### src/hw/fcr_defines.svh
/*
  Constants of the frame CRC and response control block: CRC figures,
  command initialization byte fields, request type codes and buffer size.
  Assumes nothing of its surroundings; included by the package only.
*/
`ifndef FCR_DEFINES_SVH
`define FCR_DEFINES_SVH

// -----------------------------------------------------------------------
// CRC
// -----------------------------------------------------------------------
`define FCR_CRC_PRESET      16'hFFFF
`define FCR_CRC_POLY_REFL   16'hA001
`define FCR_CRC_RESIDUE     16'h0000
`define FCR_CRC_FLIP        16'hFFFF
`define FCR_CRC_NOFLIP      16'h0000

// -----------------------------------------------------------------------
// Command initialization byte
// -----------------------------------------------------------------------
`define FCR_FRAME_TYPE_BIT  7
`define FCR_REQ_MSB         6
`define FCR_REQ_LSB         4

`define FCR_REQ_SINGLE_RD   3'h0
`define FCR_REQ_SINGLE_WR   3'h1
`define FCR_REQ_STACK_RD    3'h2
`define FCR_REQ_STACK_WR    3'h3
`define FCR_REQ_BCAST_RD    3'h4
`define FCR_REQ_BCAST_WR    3'h5
`define FCR_REQ_BCAST_REV   3'h6
`define FCR_REQ_SPARE       3'h7

// -----------------------------------------------------------------------
// Response buffer
// -----------------------------------------------------------------------
`define FCR_FIFO_WIDTH      9
`define FCR_FIFO_DEPTH      16

`endif

### src/hw/fcr_pkg.sv
/*
  Types and shared functions of the frame CRC and response control block.
  Assumes fcr_defines.svh is on the include path.
*/
`include "fcr_defines.svh"

`default_nettype none

package fcr_pkg;

  typedef enum logic [2:0] {
    FCR_SINGLE_RD = `FCR_REQ_SINGLE_RD,
    FCR_SINGLE_WR = `FCR_REQ_SINGLE_WR,
    FCR_STACK_RD  = `FCR_REQ_STACK_RD,
    FCR_STACK_WR  = `FCR_REQ_STACK_WR,
    FCR_BCAST_RD  = `FCR_REQ_BCAST_RD,
    FCR_BCAST_WR  = `FCR_REQ_BCAST_WR,
    FCR_BCAST_REV = `FCR_REQ_BCAST_REV,
    FCR_SPARE     = `FCR_REQ_SPARE
  } fcr_req_e;

  typedef enum logic [3:0] {
    FCR_ST_IDLE  = 4'b0001,
    FCR_ST_BODY  = 4'b0010,
    FCR_ST_CRC_A = 4'b0100,
    FCR_ST_CRC_B = 4'b1000
  } fcr_state_e;

  typedef logic [15:0] fcr_crc_t;

  // One byte through the reflected divider, least significant bit first.
  // Shifting right with the reflected generator is the long division of
  // the bit stream with its first sixteen bits inverted by the preset and
  // the sixteen appended zeros implied by the register length.
  function automatic fcr_crc_t fcr_crc_byte(input fcr_crc_t crc, input logic [7:0] d);
    fcr_crc_t c;
    logic     fb;
    c = crc;
    for (int i = 0; i < 8; i++)
    begin
      fb = c[0] ^ d[i];
      c  = {1'b0, c[15:1]};
      if (fb)
      begin
        c = c ^ `FCR_CRC_POLY_REFL;
      end
    end
    return c;
  endfunction

  // Read category decides whether a response frame follows.
  function automatic logic fcr_is_read(input logic [2:0] req);
    logic rd;
    case (req)
      `FCR_REQ_SINGLE_RD,
      `FCR_REQ_STACK_RD,
      `FCR_REQ_BCAST_RD: rd = 1'b1;
      default:           rd = 1'b0;
    endcase
    return rd;
  endfunction

endpackage

`default_nettype wire

### src/hw/fcr_stream_if.sv
/*
  Byte stream carrier with valid and ready between the block's own modules.
  Assumes one clock shared by both ends.
*/
`timescale 1ns/1ps
`default_nettype none

interface fcr_stream_if #(parameter int WIDTH = 9);
  logic [WIDTH-1:0] data;
  logic             valid;
  logic             ready;

  modport src (output data, output valid, input ready);
  modport snk (input data, input valid, output ready);
endinterface

`default_nettype wire

### src/hw/fcr_top.sv
/*
  Frame CRC check of received command frames, command category decision,
  and CRC generation for the one response frame this device sends back.
  Assumes received bytes arrive synchronous to mclk, one per valid cycle,
  with a last marker on the final CRC byte; the register engine outside
  supplies response payload bytes and executes accepted commands.
*/
`timescale 1ns/1ps
`default_nettype none

module fcr_top
  import fcr_pkg::*;
(
  input  wire logic       mclk,
  input  wire logic       arst_n,
  // Received command stream
  input  wire logic [7:0] rx_data,
  input  wire logic       rx_valid,
  input  wire logic       rx_last,
  // Stack forwarding
  output logic      [7:0] fwd_data,
  output logic            fwd_valid,
  output logic            fwd_last,
  // Command result
  output logic            cmd_valid,
  output logic      [2:0] cmd_req_type,
  output logic            cmd_is_read,
  output logic            crc_err,
  // Diagnostic control
  input  wire logic       response_crc_invert,
  // Response payload from the register engine
  input  wire logic [7:0] resp_data,
  input  wire logic       resp_valid,
  input  wire logic       resp_last,
  output logic            resp_ready,
  output logic            resp_busy,
  // Response byte stream towards the host
  output logic      [7:0] tx_data,
  output logic            tx_valid,
  output logic            tx_last,
  input  wire logic       tx_ready
);

  // -----------------------------------------------------------------------
  // Declarations
  // -----------------------------------------------------------------------
  fcr_stream_if #(.WIDTH(`FCR_FIFO_WIDTH)) push_if ();
  fcr_stream_if #(.WIDTH(`FCR_FIFO_WIDTH)) pop_if ();

  fcr_crc_t   rx_crc;
  fcr_crc_t   next_rx_crc;
  logic       rx_first;
  logic [7:0] init_q;
  logic [7:0] init_byte;
  logic [2:0] req;
  logic       frame_end;
  logic       frame_ok;
  logic       is_cmd;
  logic       start_resp;

  fcr_state_e state;
  fcr_state_e next_state;
  fcr_crc_t   tx_crc;
  fcr_crc_t   crc_out;
  logic       accept;
  logic       push_valid;
  logic [8:0] push_data;
  logic       push_free;
  logic       out_ready;

  // -----------------------------------------------------------------------
  // Receive check
  // -----------------------------------------------------------------------
  // Preset on the first byte of every frame, so a damaged frame cannot
  // poison the next one.
  assign next_rx_crc = fcr_crc_byte(rx_first ? `FCR_CRC_PRESET : rx_crc, rx_data);
  assign init_byte   = rx_first ? rx_data : init_q;
  assign req         = init_byte[`FCR_REQ_MSB:`FCR_REQ_LSB];
  assign is_cmd      = init_byte[`FCR_FRAME_TYPE_BIT];
  assign frame_end   = rx_valid && rx_last;
  assign frame_ok    = (next_rx_crc == `FCR_CRC_RESIDUE);

  always_ff @(posedge mclk or negedge arst_n)
  begin
    if (!arst_n)
    begin
      rx_crc   <= `FCR_CRC_PRESET;
      rx_first <= 1'b1;
      init_q   <= 8'h00;
    end
    else if (rx_valid)
    begin
      rx_crc   <= next_rx_crc;
      rx_first <= rx_last;
      if (rx_first)
      begin
        init_q <= rx_data;
      end
    end
  end

  // Bytes move on along the stack whatever their CRC holds.
  always_ff @(posedge mclk or negedge arst_n)
  begin
    if (!arst_n)
    begin
      fwd_data  <= 8'h00;
      fwd_valid <= 1'b0;
      fwd_last  <= 1'b0;
    end
    else
    begin
      fwd_valid <= rx_valid;
      fwd_last  <= frame_end;
      if (rx_valid)
      begin
        fwd_data <= rx_data;
      end
    end
  end

  // -----------------------------------------------------------------------
  // Command decision
  // -----------------------------------------------------------------------
  // A failed frame raises only the CRC error; nothing else of it is looked
  // at, not even whether it was a command.
  always_ff @(posedge mclk or negedge arst_n)
  begin
    if (!arst_n)
    begin
      cmd_valid    <= 1'b0;
      cmd_req_type <= 3'h0;
      cmd_is_read  <= 1'b0;
      crc_err      <= 1'b0;
    end
    else
    begin
      cmd_valid <= frame_end && frame_ok && is_cmd;
      crc_err   <= frame_end && !frame_ok;
      if (frame_end && frame_ok && is_cmd)
      begin
        cmd_req_type <= req;
        cmd_is_read  <= fcr_is_read(req);
      end
    end
  end

  // Only a good read command opens a response, and only from idle, so one
  // command never yields a second frame. A read arriving while the response
  // is still being assembled (resp_busy high) gets none; the host must pace its reads.
  assign start_resp = frame_end && frame_ok && is_cmd && fcr_is_read(req)
                      && (state == FCR_ST_IDLE);

  // -----------------------------------------------------------------------
  // Response sequencer
  // -----------------------------------------------------------------------
  assign accept    = resp_ready && resp_valid;
  assign push_free = !push_valid;

  always_comb
  begin
    next_state = state;
    case (state)
      FCR_ST_IDLE:
      begin
        if (start_resp)
        begin
          next_state = FCR_ST_BODY;
        end
      end
      FCR_ST_BODY:
      begin
        if (accept && resp_last)
        begin
          next_state = FCR_ST_CRC_A;
        end
      end
      FCR_ST_CRC_A:
      begin
        if (push_free)
        begin
          next_state = FCR_ST_CRC_B;
        end
      end
      FCR_ST_CRC_B:
      begin
        if (push_free)
        begin
          next_state = FCR_ST_IDLE;
        end
      end
      default:
      begin
        next_state = FCR_ST_IDLE;
      end
    endcase
  end

  always_ff @(posedge mclk or negedge arst_n)
  begin
    if (!arst_n)
    begin
      state     <= FCR_ST_IDLE;
      resp_busy <= 1'b0;
    end
    else
    begin
      state     <= next_state;
      resp_busy <= (next_state != FCR_ST_IDLE);
    end
  end

  // Ready is a registered one-shot: it rises only when the push stage is
  // empty and drops after each taken byte, so no byte can overrun the
  // stage at the cost of one byte per three cycles at best.
  always_ff @(posedge mclk or negedge arst_n)
  begin
    if (!arst_n)
    begin
      resp_ready <= 1'b0;
    end
    else
    begin
      resp_ready <= (next_state == FCR_ST_BODY) && push_free && !accept;
    end
  end

  // -----------------------------------------------------------------------
  // Response CRC
  // -----------------------------------------------------------------------
  always_ff @(posedge mclk or negedge arst_n)
  begin
    if (!arst_n)
    begin
      tx_crc <= `FCR_CRC_PRESET;
    end
    else if (start_resp)
    begin
      tx_crc <= `FCR_CRC_PRESET;
    end
    else if (accept)
    begin
      tx_crc <= fcr_crc_byte(tx_crc, resp_data);
    end
  end

  // Inversion is sampled as the CRC bytes leave, so flipping the control
  // in mid-frame still yields a consistent pair of bytes only if it stays.
  assign crc_out = tx_crc ^ (response_crc_invert ? `FCR_CRC_FLIP : `FCR_CRC_NOFLIP);

  // -----------------------------------------------------------------------
  // Push stage into the buffer
  // -----------------------------------------------------------------------
  always_ff @(posedge mclk or negedge arst_n)
  begin
    if (!arst_n)
    begin
      push_valid <= 1'b0;
      push_data  <= 9'h000;
    end
    else if (accept)
    begin
      push_valid <= 1'b1;
      push_data  <= {1'b0, resp_data};
    end
    else if ((state == FCR_ST_CRC_A) && push_free)
    begin
      push_valid <= 1'b1;
      push_data  <= {1'b0, crc_out[7:0]};
    end
    else if ((state == FCR_ST_CRC_B) && push_free)
    begin
      push_valid <= 1'b1;
      push_data  <= {1'b1, crc_out[15:8]};
    end
    else if (push_valid && push_if.ready)
    begin
      push_valid <= 1'b0;
    end
  end

  assign push_if.valid = push_valid;
  assign push_if.data  = push_data;

  fcr_fifo #(
    .WIDTH (`FCR_FIFO_WIDTH),
    .DEPTH (`FCR_FIFO_DEPTH)
  ) u_fifo (
    .mclk   (mclk),
    .arst_n (arst_n),
    .wr     (push_if),
    .rd     (pop_if)
  );

  // -----------------------------------------------------------------------
  // Output stage
  // -----------------------------------------------------------------------
  assign out_ready    = !tx_valid || tx_ready;
  assign pop_if.ready = out_ready;

  always_ff @(posedge mclk or negedge arst_n)
  begin
    if (!arst_n)
    begin
      tx_valid <= 1'b0;
      tx_data  <= 8'h00;
      tx_last  <= 1'b0;
    end
    else if (out_ready)
    begin
      tx_valid <= pop_if.valid;
      tx_data  <= pop_if.data[7:0];
      tx_last  <= pop_if.data[8];
    end
  end

endmodule

`default_nettype wire

### src/hw/fcr_fifo.sv
/*
  Synchronous FIFO with parameters for width and depth, valid and ready
  on both sides. Assumes DEPTH is a power of two and one clock domain.
*/
`timescale 1ns/1ps
`default_nettype none

module fcr_fifo
  import fcr_pkg::*;
#(
  parameter int WIDTH = `FCR_FIFO_WIDTH,
  parameter int DEPTH = `FCR_FIFO_DEPTH
)
(
  input  wire logic   mclk,
  input  wire logic   arst_n,
  fcr_stream_if.snk   wr,
  fcr_stream_if.src   rd
);

  localparam int AW = $clog2(DEPTH);

  logic [WIDTH-1:0] mem [DEPTH];
  logic [AW:0]      wptr;
  logic [AW:0]      rptr;
  logic             full;
  logic             empty;
  logic             do_wr;
  logic             do_rd;

  assign empty    = (wptr == rptr);
  assign full     = (wptr[AW] != rptr[AW]) && (wptr[AW-1:0] == rptr[AW-1:0]);
  assign wr.ready = !full;
  assign rd.valid = !empty;
  assign rd.data  = mem[rptr[AW-1:0]];
  assign do_wr    = wr.valid && !full;
  assign do_rd    = rd.ready && !empty;

  always_ff @(posedge mclk)
  begin
    if (do_wr)
    begin
      mem[wptr[AW-1:0]] <= wr.data;
    end
  end

  always_ff @(posedge mclk or negedge arst_n)
  begin
    if (!arst_n)
    begin
      wptr <= '0;
      rptr <= '0;
    end
    else
    begin
      if (do_wr)
      begin
        wptr <= wptr + 1'b1;
      end
      if (do_rd)
      begin
        rptr <= rptr + 1'b1;
      end
    end
  end

endmodule

`default_nettype wire

### config.mk
export PLATFORM = sky130hd
export DESIGN_NAME = fcr_top
export DESIGN_NICKNAME = d
export VERILOG_FILES = /design/src/hw/fcr_pkg.sv /design/src/hw/fcr_stream_if.sv /design/src/hw/fcr_top.sv /design/src/hw/fcr_fifo.sv
export VERILOG_INCLUDE_DIRS = /design/src /design/src/hw
export SDC_FILE = /design/constraint.sdc
export NUM_CORES = 1
export LEC_CHECK = 0
export BUFFER_PORTS_ARGS = -buffer_cell sky130_fd_sc_hd__buf_2
export CORE_UTILIZATION = 65
export DETAILED_ROUTE_END_ITERATION = 10
export PLACE_DENSITY = 0.84
export SLEW_MARGIN = 20
export SYNTH_ARGS = -nofsm -noshare
export SYNTH_HDL_FRONTEND = slang
export SYNTH_SLANG_ARGS = --single-unit
export TNS_END_PERCENT = 50
### constraint.sdc
create_clock -name mclk -period 3.9 [get_ports mclk]
set_input_delay 0.39 -clock mclk [delete_from_list [all_inputs] [get_ports mclk]]
set_output_delay 0.39 -clock mclk [all_outputs]
set_load 0.03 [all_outputs]
==> tab_implementation.tex <==
\begin{tabular}{lr}
\hline
Metric & Value \\
\hline
\multicolumn{2}{l}{\textbf{Place}} \\
Placed Area & 10900 sq um \\
Final weighted congestion of routability-driven global placement & 0.875 \\
Total half-perimeter wirelength after legalization and detailed placement & 13100 um \\
\# port buffers & 51 \\
\multicolumn{2}{l}{\textbf{Yosys}} \\
Mean instance size in the synthesized netlist & 14.8 sq um \\
Top FF cell, synth & edfxtp\_1 \\
Yosys Warn Count & 0 \\
Synthesized instance count & 706 \\
Fraction of registers with async set or reset after synthesis & 38.2\% \\
Post-synth EDFFs & 144 \\
Number of flip-flops and latches in the synthesized netlist & 233 \\
Combined area of all synthesized cells & 10400 sq um \\
Syn Nets & 735 \\
Sequential element share of the synthesized area & 63.2\% \\
Yosys cell types & 63 \\
\multicolumn{2}{l}{\textbf{Die}} \\
Die X & 129 um \\
Placeable core region & 15400 sq um \\
Effective utilization at floorplan & 67.6\% \\
Num rows & 45 \\
DIE AREA & 16600 sq um \\
Top-level port count & 52 \\
Height of the die & 129 um \\
\multicolumn{2}{l}{\textbf{Drt}} \\
Detail-routed via count per cell & 6.14 \\
Detailed Route WL & 20300 um \\
Remaining antenna violation count & 0 \\
Wire length per cell & 20.6 um \\
Pre-antenna DRT Iters & 5 \\
Overall via count from detail\_route & 6045 \\
DRC errors left & 0 \\
Iteration-0 DRC Markers & 557 \\
\multicolumn{2}{l}{\textbf{Setup path}} \\
Crit. Startpoint & rx\_first \\
Logic depth of the worst setup path including buffers & 6 \\
Critical-path cell with the highest stage delay & dfstp\_2 \\
Critical setup path kind & flip-flop to flip-flop \\
Worst Reg-to-Reg Cells & 6 \\
Largest stage delay on the critical path & 0.85 ns \\
Critical Path, Cell by Cell & nor2\_1 -> xnor2\_2 -> xor3\_2 -> xor3\_2 -> xnor3\_1 -> mux2i\_1 \\
Critical Path RT & 4.33 ns \\
Crit path DAT & 3.25 ns \\
Startpoint of the worst-slack reg-to-reg timing path & rx\_first \\
Crit end category & flip-flop \\
CP Max Fanout & 30 \\
Largest delay share family, worst path & XOR/XNOR gates \\
Worst setup SP type & flip-flop \\
Buf+Inv Stages, Crit Path & 0 \\
Cell occurring most often along the worst timing path & xor3\_2 \\
\multicolumn{2}{l}{\textbf{Power}} \\
Fraction of power consumed by the clock network & 31.8\% \\
Seq pwr share & 41.7\% \\
Total power & 7260 uW \\
Relative contribution of combinational cells to total power & 26.5\% \\
Cell-internal power & 5170 uW \\
Power per unit of standard cell area & 622 nW/um\^{}2 \\
Net switching share of the total power & 28.8\% \\
Largest vdd supply drop & 0.000520 V \\
Sw power & 2090 uW \\
Standby leakage power & 0.00439 uW \\
\multicolumn{2}{l}{\textbf{Cells and area}} \\
Nets & 787 \\
Antenna diode count & 0 \\
Ratio of cells with drive above 1 in the final layout & 29.2\% \\
Syn-to-layout area delta & 11.9\% \\
Share of the core filled with cells & 75.7\% \\
Post-route cell area & 11700 sq um \\
\multicolumn{2}{l}{\textbf{Timing}} \\
Final worst hold slack & -0.0108 ns \\
Highest Clock Rate & 354 MHz \\
Final number of max-transition violations & 0 \\
Final count of negative-setup-slack endpoints & 0 \\
Endpoints failing hold & 3 \\
Min Clock Period, post-route & 2.83 ns \\
Share of the cycle needed by the critical path after routing & 72.5\% \\
Setup repair after global routing missed its margin & no \\
TNS Setup & 0 ns \\
Max-slew headroom at the worst pin & 39.2\% \\
Tightest Pin Transition & 0.909 ns \\
Fin Clk Skew & 0.00988 ns \\
\multicolumn{2}{l}{\textbf{Run status}} \\
Failing checks & negative hold slack \\
Outcome & complete, but fails checks \\
\multicolumn{2}{l}{\textbf{CTS}} \\
Clk Tree Root Cell & clkbuf\_16 \\
Clock tree from TritonCTS & built \\
Worst-case clock buffer depth & 3 \\
H-tree Lvls & 1 \\
Clock latency on the worst-skew pair & 0.51 ns \\
Post-CTS Hold Fix Bufs & 0 \\
Post-CTS Setup Repair Bufs & 0 \\
TritonCTS Buffers & 23 \\
Clock Pin Slew Worst Setup and Hold Paths & 0.06 ns \\
CTS sink count & 233 \\
Number of resized instances in the post-cts repair step & 0 \\
\multicolumn{2}{l}{\textbf{Global route}} \\
Wire length of the first global-routing pass & 32300 um \\
Antenna violations before repair & 0 \\
Total overflow reported by the global router & 0 \\
Global router's overall resource usage & 25.9\% \\
Via count of the first global-routing pass & 6066 \\
Maximum number of pins on one net before global-route repair & 70 \\
\multicolumn{2}{l}{\textbf{Worst hold path}} \\
Worst min-delay path category & input pin to async pin \\
\multicolumn{2}{l}{\textbf{Run}} \\
Max capacitance violation total & 0 \\
\hline
\end{tabular}
-- power by group through the flow --
stage / logic, uW / registers (uW) / clock network, uW
2_1_floorplan: 1470 / 3110 / 0
3_3_place_gp: 1850 / 3060 / 0
3_5_place_dp: 1900 / 3070 / 0
4_1_cts: 1930 / 3030 / 2340
5_1_grt: 2070 / 3050 / 2430
6_report: 1920 / 3030 / 2310
-- area by class of cell --
cell class                 instances  area, sq um
timing repair buffer              67          378
multi-input combinational        427         3620
sequential                       233         6600
inverter                           6         22.5
clock inverter                    16          209
fill                             912         3760
clock buffer                      25          583
tap                              211          264
-- Yosys cell counts, drive strengths merged (3+ instances only) --
master	instances	share of area, %
or3	4	0.24
nand2	58	2.1
a31oi	9	0.54
clkbuf	21	0.76
o2111ai	3	0.48
mux2i	22	2.1
o211ai	13	1.4
inv	6	0.22
o21ai	27	1.3
dfstp	34	8.6
nand2b	5	0.30
nor2b	4	0.24
a21oi	12	0.58
nor3	12	0.62
mux4	33	7.1
dfrtp	55	13
and2	4	0.24
xnor2	54	4.7
nor2	59	2.1
ha	5	0.60
edfxtp	144	41
nand4	6	0.36
nand3b	3	0.22
o221ai	12	1.0
xor2	19	1.7
buf	19	1.1
mux2	29	3.3
o22a	4	0.34
-- registers in the layout, summed over array words and instances, names as in the netlist, 3 cells and up --
signal,cells
rx_crc,16
fwd_data,8
tx_data,8
cmd_req_type,3
tx_crc,16
init_q,4
u_fifo.rptr,5
push_data,9
state,4
u_fifo.mem,144
u_fifo.wptr,5
-- per-layer routing --
layer	wire length [um]	global-route usage [%]	vias to the layer above	share of wire [%]
li1	-	-	2751	-
met1	8280	34.3	2995	41
met2	10200	43.9	245	50
met3	1230	4.03	54	6.1
met4	592	9.62	0	2.9
met5	0	0	-	0
-- kinds of logic (layout without fill, tap and decap cells) --
logic type | after synthesis | in the layout | share of synthesized area, %
flip-flops | 233 | 233 | 63.2
AND/OR/NAND/NOR | 164 | 164 | 7.15
AO/OA/AOI/OAI | 97 | 97 | 7.19
multiplexers | 84 | 84 | 12.5
XOR/XNOR | 77 | 77 | 7.26
buffers and inverters | 46 | 114 | 2.08
adder cells (fa/ha/maj) | 5 | 5 | 0.600
-- placed cells by master (no fill, tap or decap), types with 17 or more instances in the layout --
| master | netlist | routed |
|---|---|---|
| mux2i_1 | 22 | 22 |
| buf_2 | 8 | 50 |
| mux4_2 | 33 | 33 |
| xnor2_1 | 52 | 52 |
| dfstp_2 | 34 | 34 |
| buf_4 | 5 | 17 |
| nand2_1 | 58 | 58 |
| dfrtp_1 | 55 | 54 |
| xor2_1 | 18 | 18 |
| mux2_2 | 25 | 25 |
| clkbuf_16 | 0 | 23 |
| o21ai_0 | 24 | 24 |
| edfxtp_1 | 144 | 144 |
| nor2_1 | 58 | 58 |
-- stage by stage --
| stage | setup WS, ns | cells |
|---|---|---|
| 6_report | 1.07 | 985 |
| 5_1_grt | 0.918 | 985 |
| 4_1_cts | 1.06 | 985 |
| 3_5_place_dp | 1.09 | 944 |
| 3_3_place_gp | 1.17 | 944 |
| 2_1_floorplan | 1.33 | 706 |
-- worst paths after layout --
path	end	slack (ns)
hold reg to reg	tx_last	0.48
setup reg to reg	rx_crc[0]	1.07
setup / recovery	rx_crc[0]	1.07
hold / removal	fwd_data[1]	-0.01
max in group asynchronous	tx_crc[5]	3.03
min in group mclk	push_data[6]	0.16
Note: power is estimated with default switching activity, not from simulation.
